## config.mk

```make
export PLATFORM = sky130hd
export DESIGN_NAME = gcs_regs
export DESIGN_NICKNAME = d
export VERILOG_FILES = /design/src/gcs_pkg.sv /design/src/gcs_regs.sv /design/src/gcs_role_resolve.sv /design/src/gcs_sync2.sv
export SDC_FILE = /design/constraint.sdc
export NUM_CORES = 1
export LEC_CHECK = 0
export BUFFER_PORTS_ARGS = -buffer_cell sky130_fd_sc_hd__buf_2
export CORE_MARGIN = 4
export CORE_UTILIZATION = 40
export CTS_BUF_LIST = sky130_fd_sc_hd__clkbuf_4 sky130_fd_sc_hd__clkbuf_8 sky130_fd_sc_hd__clkbuf_16
export DETAILED_ROUTE_END_ITERATION = 16
export PLACE_DENSITY = 0.75
export SLEW_MARGIN = 10
export SYNTH_ARGS = -nofsm -noshare
export SYNTH_HDL_FRONTEND = slang
export SYNTH_SLANG_ARGS = --single-unit
```

## constraint.sdc

```tcl
create_clock -name core_clk -period 1.7 [get_ports core_clk]
set_input_delay 0.255 -clock core_clk [delete_from_list [all_inputs] [get_ports core_clk]]
set_output_delay 0.255 -clock core_clk [all_outputs]
set_load 0.02 [all_outputs]
```

## src/gcs_pkg.sv

```systemverilog
// Package with offsets, field layout, reset values and codes of the gigabit control/status pair
package gcs_pkg;

	// Register addresses on the management port
	localparam logic [4:0] GCS_CTRL_ADDR = 5'h09;
	localparam logic [4:0] GCS_STAT_ADDR = 5'h0a;

	// Reset values
	localparam logic [15:0] GCS_CTRL_RESET = 16'h0300;
	localparam logic [15:0] GCS_STAT_RESET = 16'h0000;

	// Control field positions
	localparam int GCS_C_TEST_HI = 15;
	localparam int GCS_C_TEST_LO = 13;
	localparam int GCS_C_MAN_EN = 12;
	localparam int GCS_C_MAN_VAL = 11;
	localparam int GCS_C_PORT = 10;
	localparam int GCS_C_ADV_FD = 9;
	localparam int GCS_C_ADV_HD = 8;

	// Status field positions
	localparam int GCS_S_FAULT = 15;
	localparam int GCS_S_ROLE = 14;
	localparam int GCS_S_LRX = 13;
	localparam int GCS_S_RRX = 12;
	localparam int GCS_S_LP_FD = 11;
	localparam int GCS_S_LP_HD = 10;

	// Reserved control bits 7:0 and status bits 9:0 read back as zero
	localparam logic [7:0] GCS_CTRL_RSVD_RD = 8'h00;
	localparam logic [9:0] GCS_STAT_RSVD_RD = 10'h000;

	// Transmitter test codes
	typedef enum logic [2:0] {
		GCS_TEST_NORMAL = 3'b000,
		GCS_TEST_ONE = 3'b001,
		GCS_TEST_TWO = 3'b010,
		GCS_TEST_FOUR = 3'b100,
		GCS_TEST_RSVD = 3'b101,
		GCS_TEST_CABLE = 3'b110,
		GCS_TEST_SPARE = 3'b111
	} gcs_test_type;

	// Failed resolution attempts that raise the fault
	localparam logic [2:0] GCS_FAIL_LIMIT = 3'd7;

	// Seed width for automatic role resolution
	localparam int GCS_SEED_W = 11;

	// Roles and port types
	localparam logic GCS_ROLE_SLAVE = 1'b0;
	localparam logic GCS_ROLE_MASTER = 1'b1;
	localparam logic GCS_PORT_SINGLE = 1'b0;
	localparam logic GCS_PORT_MULTI = 1'b1;

endpackage

```

## src/gcs_regs.sv

```systemverilog
// Gigabit control and status register pair with role resolution and test-mode outputs
`timescale 1ns/1ps

// Functional notes
// - Control bits 15:13 pick the transmitter test: 000 normal, 001 waveform, 010 master jitter, 100 distortion.
// - Test code 101 does nothing defined and code 110 starts a cable diagnostic; slave jitter shares code 010.
// - Control bit 12 set to one enables manual role selection, and when zero the manual value is ignored.
// - Control bit 11 forces slave (0) or master (1) in negotiation only while bit 12 is one.
// - Control bit 10 advertises single-port (0) or multi-port (1) and feeds role resolution.
// - Control bit 9 advertises gigabit full duplex and reads one while converter mode holds.
// - Control bit 8 advertises gigabit half duplex and reads one while converter mode holds.
// - Control bits 7:0 are reserved, software writes zero and reads of them carry no meaning.
// - Status bit 15 latches a role configuration fault and is cleared by a status read, unless a new fault lands in that cycle.
// - The fault flag also clears when auto-negotiation is enabled and when it completes.
// - Failed resolution attempts are counted and the fault is set when the count reaches seven.
// - Status bit 14 shows the resolved local role, slave zero and master one.
// - Status bit 13 reads one when the local receiver is fine.
// - Status bit 12 reads one when the remote receiver is reported fine.
// - Status bits 11 and 10 show the partner's gigabit full and half duplex abilities.
// - Status bits 9:8 are reserved and bits 7:0 return no idle error count.
module gcs_regs
	import gcs_pkg::*;
#(
	parameter int SEED_W = gcs_pkg::GCS_SEED_W
) (
	// Clock and reset
	input wire logic core_clk,
	input wire logic rst,
	// Management register port
	input wire logic [4:0] mgmt_addr,
	input wire logic mgmt_wr,
	input wire logic [15:0] mgmt_wdata,
	input wire logic mgmt_rd,
	output logic [15:0] mgmt_rdata,
	// Converter mode strap pin
	input wire logic converter_mode,
	// Negotiation events and partner abilities
	input wire logic an_enable,
	input wire logic an_complete,
	input wire logic resolve_start,
	input wire logic lp_man_en,
	input wire logic lp_man_val,
	input wire logic lp_port,
	input wire logic [SEED_W-1:0] loc_seed,
	input wire logic [SEED_W-1:0] lp_seed,
	input wire logic lp_gig_full,
	input wire logic lp_gig_half,
	// Receiver status
	input wire logic local_receiver_ok,
	input wire logic remote_receiver_ok,
	// Controls to the line side
	output logic [2:0] transmit_test_select,
	output logic cable_check_start,
	output logic manual_role_enable,
	output logic forced_role_value,
	output logic port_type_select,
	output logic adv_gig_full_duplex,
	output logic adv_gig_half_duplex,
	// Resolution results
	output logic resolved_role,
	output logic resolve_done
);

	// Address match helper used by both read and write paths
	function automatic logic addr_hit(input logic [4:0] a, input logic [4:0] ref_addr);
		addr_hit = (a == ref_addr);
	endfunction

	logic conv_sync;
	logic ctrl_wr;
	logic stat_rd;
	logic ctrl_rd;

	// Control state
	logic [2:0] test_r;
	logic [2:0] test_nxt;
	logic man_en_r;
	logic man_en_nxt;
	logic man_val_r;
	logic man_val_nxt;
	logic port_r;
	logic port_nxt;
	logic adv_fd_r;
	logic adv_fd_nxt;
	logic adv_hd_r;
	logic adv_hd_nxt;
	logic cable_r;
	logic cable_nxt;

	// Status state
	logic fault_r;
	logic fault_nxt;
	logic an_en_d_r;
	logic an_en_d_nxt;
	logic an_cpl_d_r;
	logic an_cpl_d_nxt;
	logic lrx_r;
	logic lrx_nxt;
	logic rrx_r;
	logic rrx_nxt;
	logic lp_fd_r;
	logic lp_fd_nxt;
	logic lp_hd_r;
	logic lp_hd_nxt;
	logic [15:0] rdata_r;
	logic [15:0] rdata_nxt;

	// Resolver outputs
	logic res_role;
	logic res_done;
	logic res_fault;
	logic an_en_rise;
	logic an_cpl_rise;
	logic [15:0] ctrl_view;
	logic [15:0] stat_view;

	// Converter mode comes from a pin, so it is synchronised first
	gcs_sync2 #(
		.RESET_VAL(1'b0)
	) u_conv_sync (
		.core_clk(core_clk),
		.rst(rst),
		.async_in(converter_mode),
		.sync_out(conv_sync)
	);

	// The resolver only sees the manual value while manual mode is on
	gcs_role_resolve #(
		.SEED_W(SEED_W)
	) u_resolve (
		.core_clk(core_clk),
		.rst(rst),
		.start(resolve_start),
		.restart(an_en_rise),
		.loc_man_en(man_en_r),
		.loc_man_val(man_en_r & man_val_r),
		.loc_port(port_r),
		.loc_seed(loc_seed),
		.lp_man_en(lp_man_en),
		.lp_man_val(lp_man_val),
		.lp_port(lp_port),
		.lp_seed(lp_seed),
		.role(res_role),
		.done(res_done),
		.fault(res_fault)
	);

	// Access decode
	always_comb begin
		ctrl_wr = mgmt_wr && addr_hit(mgmt_addr, GCS_CTRL_ADDR);
		ctrl_rd = mgmt_rd && addr_hit(mgmt_addr, GCS_CTRL_ADDR);
		stat_rd = mgmt_rd && addr_hit(mgmt_addr, GCS_STAT_ADDR);
		an_en_rise = an_enable && !an_en_d_r;
		an_cpl_rise = an_complete && !an_cpl_d_r;
	end

	// Control register next state
	always_comb begin
		test_nxt = test_r;
		man_en_nxt = man_en_r;
		man_val_nxt = man_val_r;
		port_nxt = port_r;
		adv_fd_nxt = adv_fd_r;
		adv_hd_nxt = adv_hd_r;
		cable_nxt = 1'b0;
		if (ctrl_wr) begin
			test_nxt = mgmt_wdata[GCS_C_TEST_HI:GCS_C_TEST_LO];
			man_en_nxt = mgmt_wdata[GCS_C_MAN_EN];
			man_val_nxt = mgmt_wdata[GCS_C_MAN_VAL];
			port_nxt = mgmt_wdata[GCS_C_PORT];
			adv_fd_nxt = mgmt_wdata[GCS_C_ADV_FD];
			adv_hd_nxt = mgmt_wdata[GCS_C_ADV_HD];
			// Diagnostic is kicked once per write of its code, not held
			cable_nxt = (mgmt_wdata[GCS_C_TEST_HI:GCS_C_TEST_LO] == GCS_TEST_CABLE);
			// Bits 7:0 are dropped; nothing stores them
		end
		// Converter mode overrides whatever software left in the duplex bits
		if (conv_sync) begin
			adv_fd_nxt = 1'b1;
			adv_hd_nxt = 1'b1;
		end
	end

	always_ff @(posedge core_clk) begin
		if (rst) begin
			test_r <= GCS_CTRL_RESET[GCS_C_TEST_HI:GCS_C_TEST_LO];
			man_en_r <= GCS_CTRL_RESET[GCS_C_MAN_EN];
			man_val_r <= GCS_CTRL_RESET[GCS_C_MAN_VAL];
			port_r <= GCS_CTRL_RESET[GCS_C_PORT];
			adv_fd_r <= GCS_CTRL_RESET[GCS_C_ADV_FD];
			adv_hd_r <= GCS_CTRL_RESET[GCS_C_ADV_HD];
			cable_r <= 1'b0;
		end else begin
			test_r <= test_nxt;
			man_en_r <= man_en_nxt;
			man_val_r <= man_val_nxt;
			port_r <= port_nxt;
			adv_fd_r <= adv_fd_nxt;
			adv_hd_r <= adv_hd_nxt;
			cable_r <= cable_nxt;
		end
	end

	// Fault flag: a new fault in the clearing cycle survives, so set beats clear
	always_comb begin
		fault_nxt = fault_r;
		if (stat_rd) begin
			fault_nxt = 1'b0;
		end
		if (an_en_rise || an_cpl_rise) begin
			fault_nxt = 1'b0;
		end
		if (res_fault) begin
			fault_nxt = 1'b1;
		end
		an_en_d_nxt = an_enable;
		an_cpl_d_nxt = an_complete;
		lrx_nxt = local_receiver_ok;
		rrx_nxt = remote_receiver_ok;
		lp_fd_nxt = lp_gig_full;
		lp_hd_nxt = lp_gig_half;
	end

	always_ff @(posedge core_clk) begin
		if (rst) begin
			fault_r <= GCS_STAT_RESET[GCS_S_FAULT];
			an_en_d_r <= 1'b0;
			an_cpl_d_r <= 1'b0;
			lrx_r <= GCS_STAT_RESET[GCS_S_LRX];
			rrx_r <= GCS_STAT_RESET[GCS_S_RRX];
			lp_fd_r <= GCS_STAT_RESET[GCS_S_LP_FD];
			lp_hd_r <= GCS_STAT_RESET[GCS_S_LP_HD];
		end else begin
			fault_r <= fault_nxt;
			an_en_d_r <= an_en_d_nxt;
			an_cpl_d_r <= an_cpl_d_nxt;
			lrx_r <= lrx_nxt;
			rrx_r <= rrx_nxt;
			lp_fd_r <= lp_fd_nxt;
			lp_hd_r <= lp_hd_nxt;
		end
	end

	// Read views; reserved fields read as zero
	always_comb begin
		ctrl_view = {test_r, man_en_r, man_val_r, port_r, adv_fd_r, adv_hd_r,
			GCS_CTRL_RSVD_RD};
		stat_view = {fault_r, res_role, lrx_r, rrx_r, lp_fd_r, lp_hd_r,
			GCS_STAT_RSVD_RD};
	end

	// Read data is captured at the strobe edge and held until the next read
	always_comb begin
		rdata_nxt = rdata_r;
		if (ctrl_rd) begin
			rdata_nxt = ctrl_view;
		end else if (stat_rd) begin
			// The flag is shown as it stood before this read clears it
			rdata_nxt = stat_view;
		end else if (mgmt_rd) begin
			rdata_nxt = 16'h0000;
		end
	end

	always_ff @(posedge core_clk) begin
		if (rst) begin
			rdata_r <= 16'h0000;
		end else begin
			rdata_r <= rdata_nxt;
		end
	end

	// Outputs straight from flip-flops
	assign mgmt_rdata = rdata_r;
	assign transmit_test_select = test_r;
	assign cable_check_start = cable_r;
	assign manual_role_enable = man_en_r;
	assign forced_role_value = man_val_r;
	assign port_type_select = port_r;
	assign adv_gig_full_duplex = adv_fd_r;
	assign adv_gig_half_duplex = adv_hd_r;
	assign resolved_role = res_role;
	assign resolve_done = res_done;

endmodule

```

## src/gcs_role_resolve.sv

```systemverilog
// Master/slave role resolution with failed-attempt counting
`timescale 1ns/1ps
module gcs_role_resolve
	import gcs_pkg::*;
#(
	parameter int SEED_W = gcs_pkg::GCS_SEED_W
) (
	// Clock and reset
	input wire logic core_clk,
	input wire logic rst,
	// Attempt request and counter restart
	input wire logic start,
	input wire logic restart,
	// Local settings
	input wire logic loc_man_en,
	input wire logic loc_man_val,
	input wire logic loc_port,
	input wire logic [SEED_W-1:0] loc_seed,
	// Link partner settings
	input wire logic lp_man_en,
	input wire logic lp_man_val,
	input wire logic lp_port,
	input wire logic [SEED_W-1:0] lp_seed,
	// Results
	output logic role,
	output logic done,
	output logic fault
);

	typedef enum logic [1:0] {
		GCS_RES_MASTER = 2'b00,
		GCS_RES_SLAVE = 2'b01,
		GCS_RES_RETRY = 2'b10,
		GCS_RES_CONFLICT = 2'b11
	} gcs_res_type;

	logic role_r;
	logic role_nxt;
	logic done_r;
	logic done_nxt;
	logic fault_r;
	logic fault_nxt;
	logic [2:0] fail_cnt_r;
	logic [2:0] fail_cnt_nxt;
	gcs_res_type outcome;

	// One attempt: manual settings first, then port type, then seeds
	function automatic gcs_res_type decide(input logic lme, input logic lmv, input logic lpt,
		input logic [SEED_W-1:0] ls, input logic pme, input logic pmv, input logic ppt,
		input logic [SEED_W-1:0] ps);
		if (lme && pme) begin
			decide = (lmv == pmv) ? GCS_RES_CONFLICT :
				(lmv ? GCS_RES_MASTER : GCS_RES_SLAVE);
		end else if (lme) begin
			decide = lmv ? GCS_RES_MASTER : GCS_RES_SLAVE;
		end else if (pme) begin
			decide = pmv ? GCS_RES_SLAVE : GCS_RES_MASTER;
		end else if (lpt != ppt) begin
			decide = (lpt == GCS_PORT_MULTI) ? GCS_RES_MASTER : GCS_RES_SLAVE;
		end else if (ls == ps) begin
			decide = GCS_RES_RETRY;
		end else begin
			decide = (ls > ps) ? GCS_RES_MASTER : GCS_RES_SLAVE;
		end
	endfunction

	always_comb begin
		outcome = decide(loc_man_en, loc_man_val, loc_port, loc_seed,
			lp_man_en, lp_man_val, lp_port, lp_seed);
	end

	// Attempt bookkeeping; a restart in the same cycle as an attempt lets the attempt count
	always_comb begin
		role_nxt = role_r;
		done_nxt = 1'b0;
		fault_nxt = 1'b0;
		fail_cnt_nxt = restart ? 3'd0 : fail_cnt_r;
		if (start) begin
			done_nxt = 1'b1;
			case (outcome)
				GCS_RES_MASTER: begin
					role_nxt = GCS_ROLE_MASTER;
					fail_cnt_nxt = 3'd0;
				end
				GCS_RES_SLAVE: begin
					role_nxt = GCS_ROLE_SLAVE;
					fail_cnt_nxt = 3'd0;
				end
				GCS_RES_CONFLICT: begin
					fault_nxt = 1'b1;
					fail_cnt_nxt = 3'd0;
				end
				GCS_RES_RETRY: begin
					// Count clears to zero at the limit and raises the fault on reaching it
					if (fail_cnt_nxt + 3'd1 >= GCS_FAIL_LIMIT) begin
						fault_nxt = 1'b1;
						fail_cnt_nxt = 3'd0;
					end else begin
						fail_cnt_nxt = fail_cnt_nxt + 3'd1;
					end
				end
				default: begin
					fault_nxt = 1'b0;
				end
			endcase
		end
	end

	always_ff @(posedge core_clk) begin
		if (rst) begin
			role_r <= GCS_ROLE_SLAVE;
			done_r <= 1'b0;
			fault_r <= 1'b0;
			fail_cnt_r <= 3'd0;
		end else begin
			role_r <= role_nxt;
			done_r <= done_nxt;
			fault_r <= fault_nxt;
			fail_cnt_r <= fail_cnt_nxt;
		end
	end

	assign role = role_r;
	assign done = done_r;
	assign fault = fault_r;

endmodule

```

## src/gcs_sync2.sv

```systemverilog
// Two-flop synchroniser for a level arriving from a pin
`timescale 1ns/1ps
module gcs_sync2 #(
	parameter logic RESET_VAL = 1'b0
) (
	// Clock and reset
	input wire logic core_clk,
	input wire logic rst,
	// Level in and out
	input wire logic async_in,
	output logic sync_out
);

	logic meta_r;
	logic meta_nxt;
	logic sync_r;
	logic sync_nxt;

	// First stage is read only by the second stage
	always_comb begin
		meta_nxt = async_in;
		sync_nxt = meta_r;
	end

	always_ff @(posedge core_clk) begin
		if (rst) begin
			meta_r <= RESET_VAL;
			sync_r <= RESET_VAL;
		end else begin
			meta_r <= meta_nxt;
			sync_r <= sync_nxt;
		end
	end

	assign sync_out = sync_r;

endmodule
```

**Word-level counts from Yosys, hierarchy flattened**

Cells that the tools add are included.
Widths: inputs -> output; s select.

- Mux-type cells: 24
- Add/subtract/negate cells: 1
- Order comparisons: 2
- Reductions and logical operators: 18
- Bitwise operators: 3
- Equal/unequal tests: 9

Operators with widths:

| kind | number |
|---|---|
| $mux 16 | 3 |
| $mux 2 | 6 |
| $eq 11x11->1 | 1 |
| $gt 11x11->1 | 1 |
| $eq 5x4->1 const B | 2 |
| $mux 1 | 9 |
| $mux 3 | 3 |
| $logic_and 1x1->1 | 6 |
| $pmux 3 s2 | 1 |
| $reduce_bool 3->1 | 2 |
| $reduce_or 2->1 | 3 |
| $eq 2x2->1 const B | 2 |
| $pmux 1 s2 | 2 |
| $add 3x1->3 const B | 1 |
| $eq 3x3->1 const B | 1 |
| $ge 3x3->1 const B | 1 |
| $reduce_or 3->1 | 1 |
| $eq 2x1->1 const B | 1 |
| $logic_not 1->1 | 2 |
| $logic_not 2->1 | 1 |
| $not 1->1 | 2 |
| $reduce_and 2->1 | 1 |
| $reduce_bool 2->1 | 1 |
| $and 1x1->1 | 1 |
| other kinds (3) | 3 |

- Output and inout bits: 27
- Input port bits: 58
- Word-level logic and storage cells: 78
- Register bits after elaboration: 32

**Logic depth before layout (Yosys ltp)**

- Depth after elaboration: 11
- Gate-level depth with buffers: 8
- Mapped depth without buffers: 8

**Hierarchy**

From an unflattened synthesis, not the netlist that was laid out.

- Cell total of the unflattened synthesis: 204
- Area total of the unflattened synthesis: 1808.0 um^2

By module, submodules not included:

| module | sequential area each (um^2) | cells each | instances | area each (um^2) |
|---|---|---|---|---|
| gcs_regs | 480.5 | 105 | 1 | 993.5 |
| gcs_role_resolve | 120.1 | 95 | 1 | 762.0 |
| gcs_sync2 | 40.0 | 4 | 1 | 52.6 |

**Worst setup path before layout**

Ideal clock, no wire load.

- Kind: flip-flop to flip-flop
- From: reg man_en_r (netlist: manual_role_enable)
- To: reg u_resolve.fail_cnt_r[0]
- Path buffers: 0
- Clock period less this slack: 1.767 ns
- Cell stages (with the launch flop): 8
- Data required time: 1.569 ns
- Library setup time: 0.131 ns
- Arrival: 1.636 ns
- Path slack: -0.067 ns
- Cell sequence: dfxtp_1 > and2_1 > ha_1 > mux2_2 > a22o_1 > a31oi_1 > o21a_1 > o31ai_1

- Longest elaborated chain between the ends: 8
- Elaborated cells between the ends (all ways): 14
- Classes of those cells: eq/ne: 4; mux: 6; bitwise: 1; reduce/logical: 3

RTL lines:

| item | RTL line | text |
|---|---|---|
| from (decl) | gcs_regs.sv:77 | `logic man_en_r;` |
| from (signal assigned) | gcs_regs.sv:187 | `man_en_r <= GCS_CTRL_RESET[GCS_C_MAN_EN];` |
| from (signal assigned) | gcs_regs.sv:195 | `man_en_r <= man_en_nxt;` |
| $and 1x1->1 | gcs_regs.sv:136 | `.loc_man_val(man_en_r & man_val_r),` |
| $mux 1 or $eq 1x1->1 (tied branches) | gcs_role_resolve.sv:53, gcs_role_resolve.sv:55, gcs_role_resolve.sv:52 |  |
| $mux 2, on equally long branches | gcs_role_resolve.sv:54, gcs_role_resolve.sv:52 |  |
| $mux 2 (*) | gcs_role_resolve.sv:51 | `if (lme && pme) begin` |
| $eq 2x1->1, or another cell as far along | gcs_role_resolve.sv:80 | `case (outcome)` |
| $reduce_or 3->1 (no source line) | - |  |
| $pmux 3 s2 (*) | gcs_role_resolve.sv:80 |  |
| $mux 3 (*) | gcs_role_resolve.sv:78 | `if (start) begin` |
| to (signal assigned) | gcs_role_resolve.sv:119 | `fail_cnt_r <= fail_cnt_nxt;` |
| to (decl) | gcs_role_resolve.sv:43 | `logic [2:0] fail_cnt_r;` |

Mark *: on every way between the ends. The rest lies on a longest branch, timed or not.
A chain may end at the register's enable or synchronous reset.

**Worst setup path in the final report**

- From: reg man_en_r (netlist: manual_role_enable)
- To: reg u_resolve.role_r (netlist: u_resolve.role)

- Longest elaborated chain between the ends: 7
- Elaborated cells between the ends (all ways): 12
- Classes of those cells: eq/ne: 2; mux: 5; bitwise: 1; reduce/logical: 4

RTL lines:

| item | RTL line | text |
|---|---|---|
| $and 1x1->1 | gcs_regs.sv:136 |  |
| $mux 1 or $eq 1x1->1 (tied branches) | gcs_role_resolve.sv:53, gcs_role_resolve.sv:55, gcs_role_resolve.sv:52 |  |
| $mux 2, on equally long branches | gcs_role_resolve.sv:54, gcs_role_resolve.sv:52 |  |
| $mux 2 (*) | gcs_role_resolve.sv:51 |  |
| $eq 2x1->1 or $logic_not 2->1 (tied branches) | gcs_role_resolve.sv:80 |  |
| $reduce_bool 2->1 (no source line) | - |  |
| $reduce_and 2->1 (no source line) | - |  |
| to (signal assigned) | gcs_role_resolve.sv:116 | `role_r <= role_nxt;` |
| to (decl) | gcs_role_resolve.sv:37 | `logic role_r;` |

Marked as above.

==> impl_summary.log <==
[metrics] mean cell area of the mapped netlist: 8.50 um2
[metrics] Worst Path Buf+Inv: 0
[metrics] global placer's final weighted congestion: 0.744
[metrics] required time of the worst setup path: 1850 ps
[metrics] max-slew violation total from the final report: 0
[metrics] clock period minus worst slack: 1660 ps
[metrics] fin crit share: 97.4%
[metrics] routed wire length: 3.87 mm
[metrics] Syn-to-layout area delta: 36.3%
[metrics] leakage power: 1.11 nW
[metrics] length in cells of the worst reg-to-reg path: 7
[metrics] drt first-iter violations: 104
[metrics] TritonCTS buffer count: 5
[metrics] number of non-filler instances in the completed layout: 320
[metrics] drt wl/cell: 12.1 um
[metrics] number of setup violations in the final report: 0
[metrics] port bufs: 68
[metrics] Reg2Reg Setup Slack: 40 ps
[metrics] kind of cell adding the most delay to the critical path: compound AO/OA/AOI/OAI gates
[metrics] count of filler cells inserted in the layout: 353
[metrics] die span in x: 71.9 um
[metrics] wire length of the first global-routing pass: 6.15 mm
[metrics] number of flip-flops under the largest register name: 8
[metrics] Tot GR Track Use: 15.1%
[metrics] Yosys reg bits: 32
[metrics] number of cell rows: 22
[metrics] Vias: 1,584
[metrics] sum of net half-perimeters after detailed placement: 3.07 mm
[metrics] number of antenna violations at the first check in global routing: 0
[metrics] initial core utilization: 43.0%
[metrics] share of cells above drive strength 1: 37.9%
[metrics] worst hold margin: 143 ps
[metrics] Cells on Worst Hold Path: 2
[metrics] peak supply drop: 0.381 mV
[metrics] GRT overflow: 0
[metrics] worst slew pin tran: 500 ps
[metrics] maximum count of clock buffers along a single path: 2
[metrics] Slew Limit Headroom: 66.6%
[metrics] clock latency at the later pin of the worst-skew pair: 280 ps
[metrics] sequential share of the synthesized area: 39.3%
[metrics] kind of start point of the critical path: flip-flop
[metrics] pin count of the biggest net entering global routing: 29
[metrics] classification of the worst-slack hold path: primary input to flip-flop
[metrics] Warnings, synthesis: 0
[metrics] per-cell via count in the routed design: 4.95
[metrics] slowest cell on the critical path: sky130_fd_sc_hd__dfxtp_2
[metrics] netlist area before placement: 0.00163 mm2
[metrics] CP cell instances: and2_4 > ha_4 > mux2_4 > a22o_1 > a31oi_2 > o21a_2 > a211oi_2
[metrics] antenna diode instance count: 0
[metrics] count of placed standard cells including taps: 312
[metrics] post-synthesis instance total: 192
[metrics] Critical Path End Type: flip-flop
[metrics] vias in the first global route: 1,454
[metrics] run status: completed
[metrics] worst-case clock skew: 4.18 ps
[metrics] drc violations: 0
[metrics] unrepaired setup endpoints after global routing: true
[metrics] critical path data arrival time: 1810 ps
[metrics] synth unique cells: 36
[metrics] startpoint of the tightest hold check path: mgmt_wdata[13]
[metrics] Clock H-tree levels: 2
[metrics] total of max-cap violations: 0
[metrics] area of the placeable core: 0.00380 mm2
[metrics] areal power density over the cells: 772 mW/mm2
[metrics] CTS Hold Bufs: 0
[metrics] Max Clock Freq: 604 MHz
[metrics] antenna viol nets, final: 0
[metrics] Final Hold Violating Endpoints: 0
[metrics] destination of the worst register-to-register timing path: u_resolve.role
[metrics] critical path start-end classification: flip-flop to flip-flop
[metrics] delay of the slowest cell on the worst path: 320 ps
[metrics] root cell of the clock tree: sky130_fd_sc_hd__clkbuf_8
[metrics] number of detailed-route iterations in the first pass: 4
[metrics] launch point of the worst reg-to-reg path: manual_role_enable
[metrics] CP Max Fanout: 4
[metrics] total die area: 0.00516 mm2
[metrics] Die Height: 71.9 um
[metrics] number of placed I/O pins: 85
[metrics] end point of the most critical hold path: cable_check_start
[metrics] clock slew seen by the registers of the worst setup and hold paths: 60 ps
[metrics] clock tree from TritonCTS: done
[metrics] nets: 343
[metrics] total number of clock tree sinks: 32
-- what timing repair did --
item	CTS	global route
setup endpoints to repair	4	4
setup buffers	0	0
resized for setup	4	7
pin swaps	2	4
-- power breakdown --
part	switching (mW)	leakage [nW]	internal, mW
logic	0.118	0.794	0.103
registers	0.00590	0.262	0.765
clock network	0.275	0.0586	0.450
-- kinds of logic after synthesis --
family / Yosys count / synth area share, %
AOI/OAI and AO/OA: 37 / 15.7
adders and majority gates: 14 / 10.7
buffers and inverters: 30 / 8.97
DFF: 32 / 39.3
muxes: 1 / 0.690
other: 1 / 0.230
and+or+nand+nor: 77 / 24.4
-- layout by cell type (no fill, tap or decap), types with 2 or more instances in the layout --
cell,count
sky130_fd_sc_hd__a211oi_2,2
sky130_fd_sc_hd__a21oi_1,11
sky130_fd_sc_hd__a222oi_1,6
sky130_fd_sc_hd__a22oi_1,2
sky130_fd_sc_hd__and2_4,2
sky130_fd_sc_hd__and4_1,2
sky130_fd_sc_hd__buf_2,68
sky130_fd_sc_hd__buf_4,10
sky130_fd_sc_hd__clkbuf_8,5
sky130_fd_sc_hd__conb_1,8
sky130_fd_sc_hd__dfxtp_1,30
sky130_fd_sc_hd__dfxtp_2,2
sky130_fd_sc_hd__ha_1,12
sky130_fd_sc_hd__ha_4,2
sky130_fd_sc_hd__inv_1,17
sky130_fd_sc_hd__nand2_1,18
sky130_fd_sc_hd__nand2b_1,2
sky130_fd_sc_hd__nand3_1,15
sky130_fd_sc_hd__nor2_1,18
sky130_fd_sc_hd__nor2b_1,11
sky130_fd_sc_hd__o21ai_0,5
sky130_fd_sc_hd__o31ai_1,3
-- metal layers --
layer	part of all wire, %	global-route usage, %	up-vias
li1	-	-	813
met1	43	17.8	725
met2	49	25.4	42
met3	7.5	6.17	4
met4	0.93	3.76	0
met5	0	0	-
-- how the worst max path moves through the flow --
stage                                   from                 endpoint  slack, ps  cells after the start
after floorplan           manual_role_enable  u_resolve.fail_cnt_r[0]          2                      7
after global placement           loc_seed[8]           u_resolve.role       -240                      8
after detailed placement         loc_seed[8]           u_resolve.role       -240                      8
after CTS                 manual_role_enable           u_resolve.role          4                      7
after global routing               an_en_d_r  u_resolve.fail_cnt_r[1]        -40                      8
final                     manual_role_enable           u_resolve.role         40                      7
-- cell usage after synthesis (all sizes together) --
cell type / number / area, um2
clkbuf: 3 / 11.3
nand2b: 3 / 18.8
inv: 17 / 63.8
nor3: 2 / 15.0
nor3b: 1 / 18.8
and4: 2 / 17.5
a31oi: 1 / 6.26
o31ai: 3 / 22.5
a211oi: 3 / 22.5
a22oi: 2 / 15.0
a21o: 1 / 7.51
a2111oi: 1 / 8.76
o21ba: 1 / 10.0
mux2: 1 / 11.3
dfxtp: 32 / 641
buf: 10 / 71.3
nand3: 15 / 75.1
ha: 14 / 175
nor2: 18 / 67.6
and2: 3 / 18.8
o21ai: 5 / 25.0
a21oi: 11 / 55.1
a22o: 1 / 8.76
o21a: 1 / 7.51
or3b: 1 / 11.3
nand2: 19 / 73.8
conb: 1 / 3.75
nor4: 1 / 6.26
nand4: 1 / 6.26
a222oi: 6 / 60.1
o211ai: 1 / 7.51
nor2b: 11 / 68.8
-- stage by stage --
| stage | setup WS [ps] | instance area, um2 | setup TNS (ps) | util [%] | total power [mW] |
|---|---|---|---|---|---|
| 2_1_floorplan | 2.24 | 1660 | 0 | - | 0.918 |
| 3_3_place_gp | -241 | 2050 | -1070 | 54.1 | 0.997 |
| 3_5_place_dp | -239 | 2050 | -1070 | 54.1 | 1.00 |
| 4_1_cts | 3.80 | 2180 | 0 | 57.5 | 1.73 |
| 5_1_grt | -41.1 | 2220 | -127 | 58.5 | 1.80 |
| 6_report | 44.3 | 2220 | 0 | 58.5 | 1.72 |
-- final cells by class --
cell class	count	area (um2)	area share [%]
inverter	17	63.8	2.87
multi-input combinational	137	930	41.8
timing repair buffer	78	415	18.7
sequential	32	643	28.9
clock buffer	6	76.3	3.43
tap	48	60.1	2.70
clock inverter	2	35.0	1.58
Power figures use the tool's default switching activity.
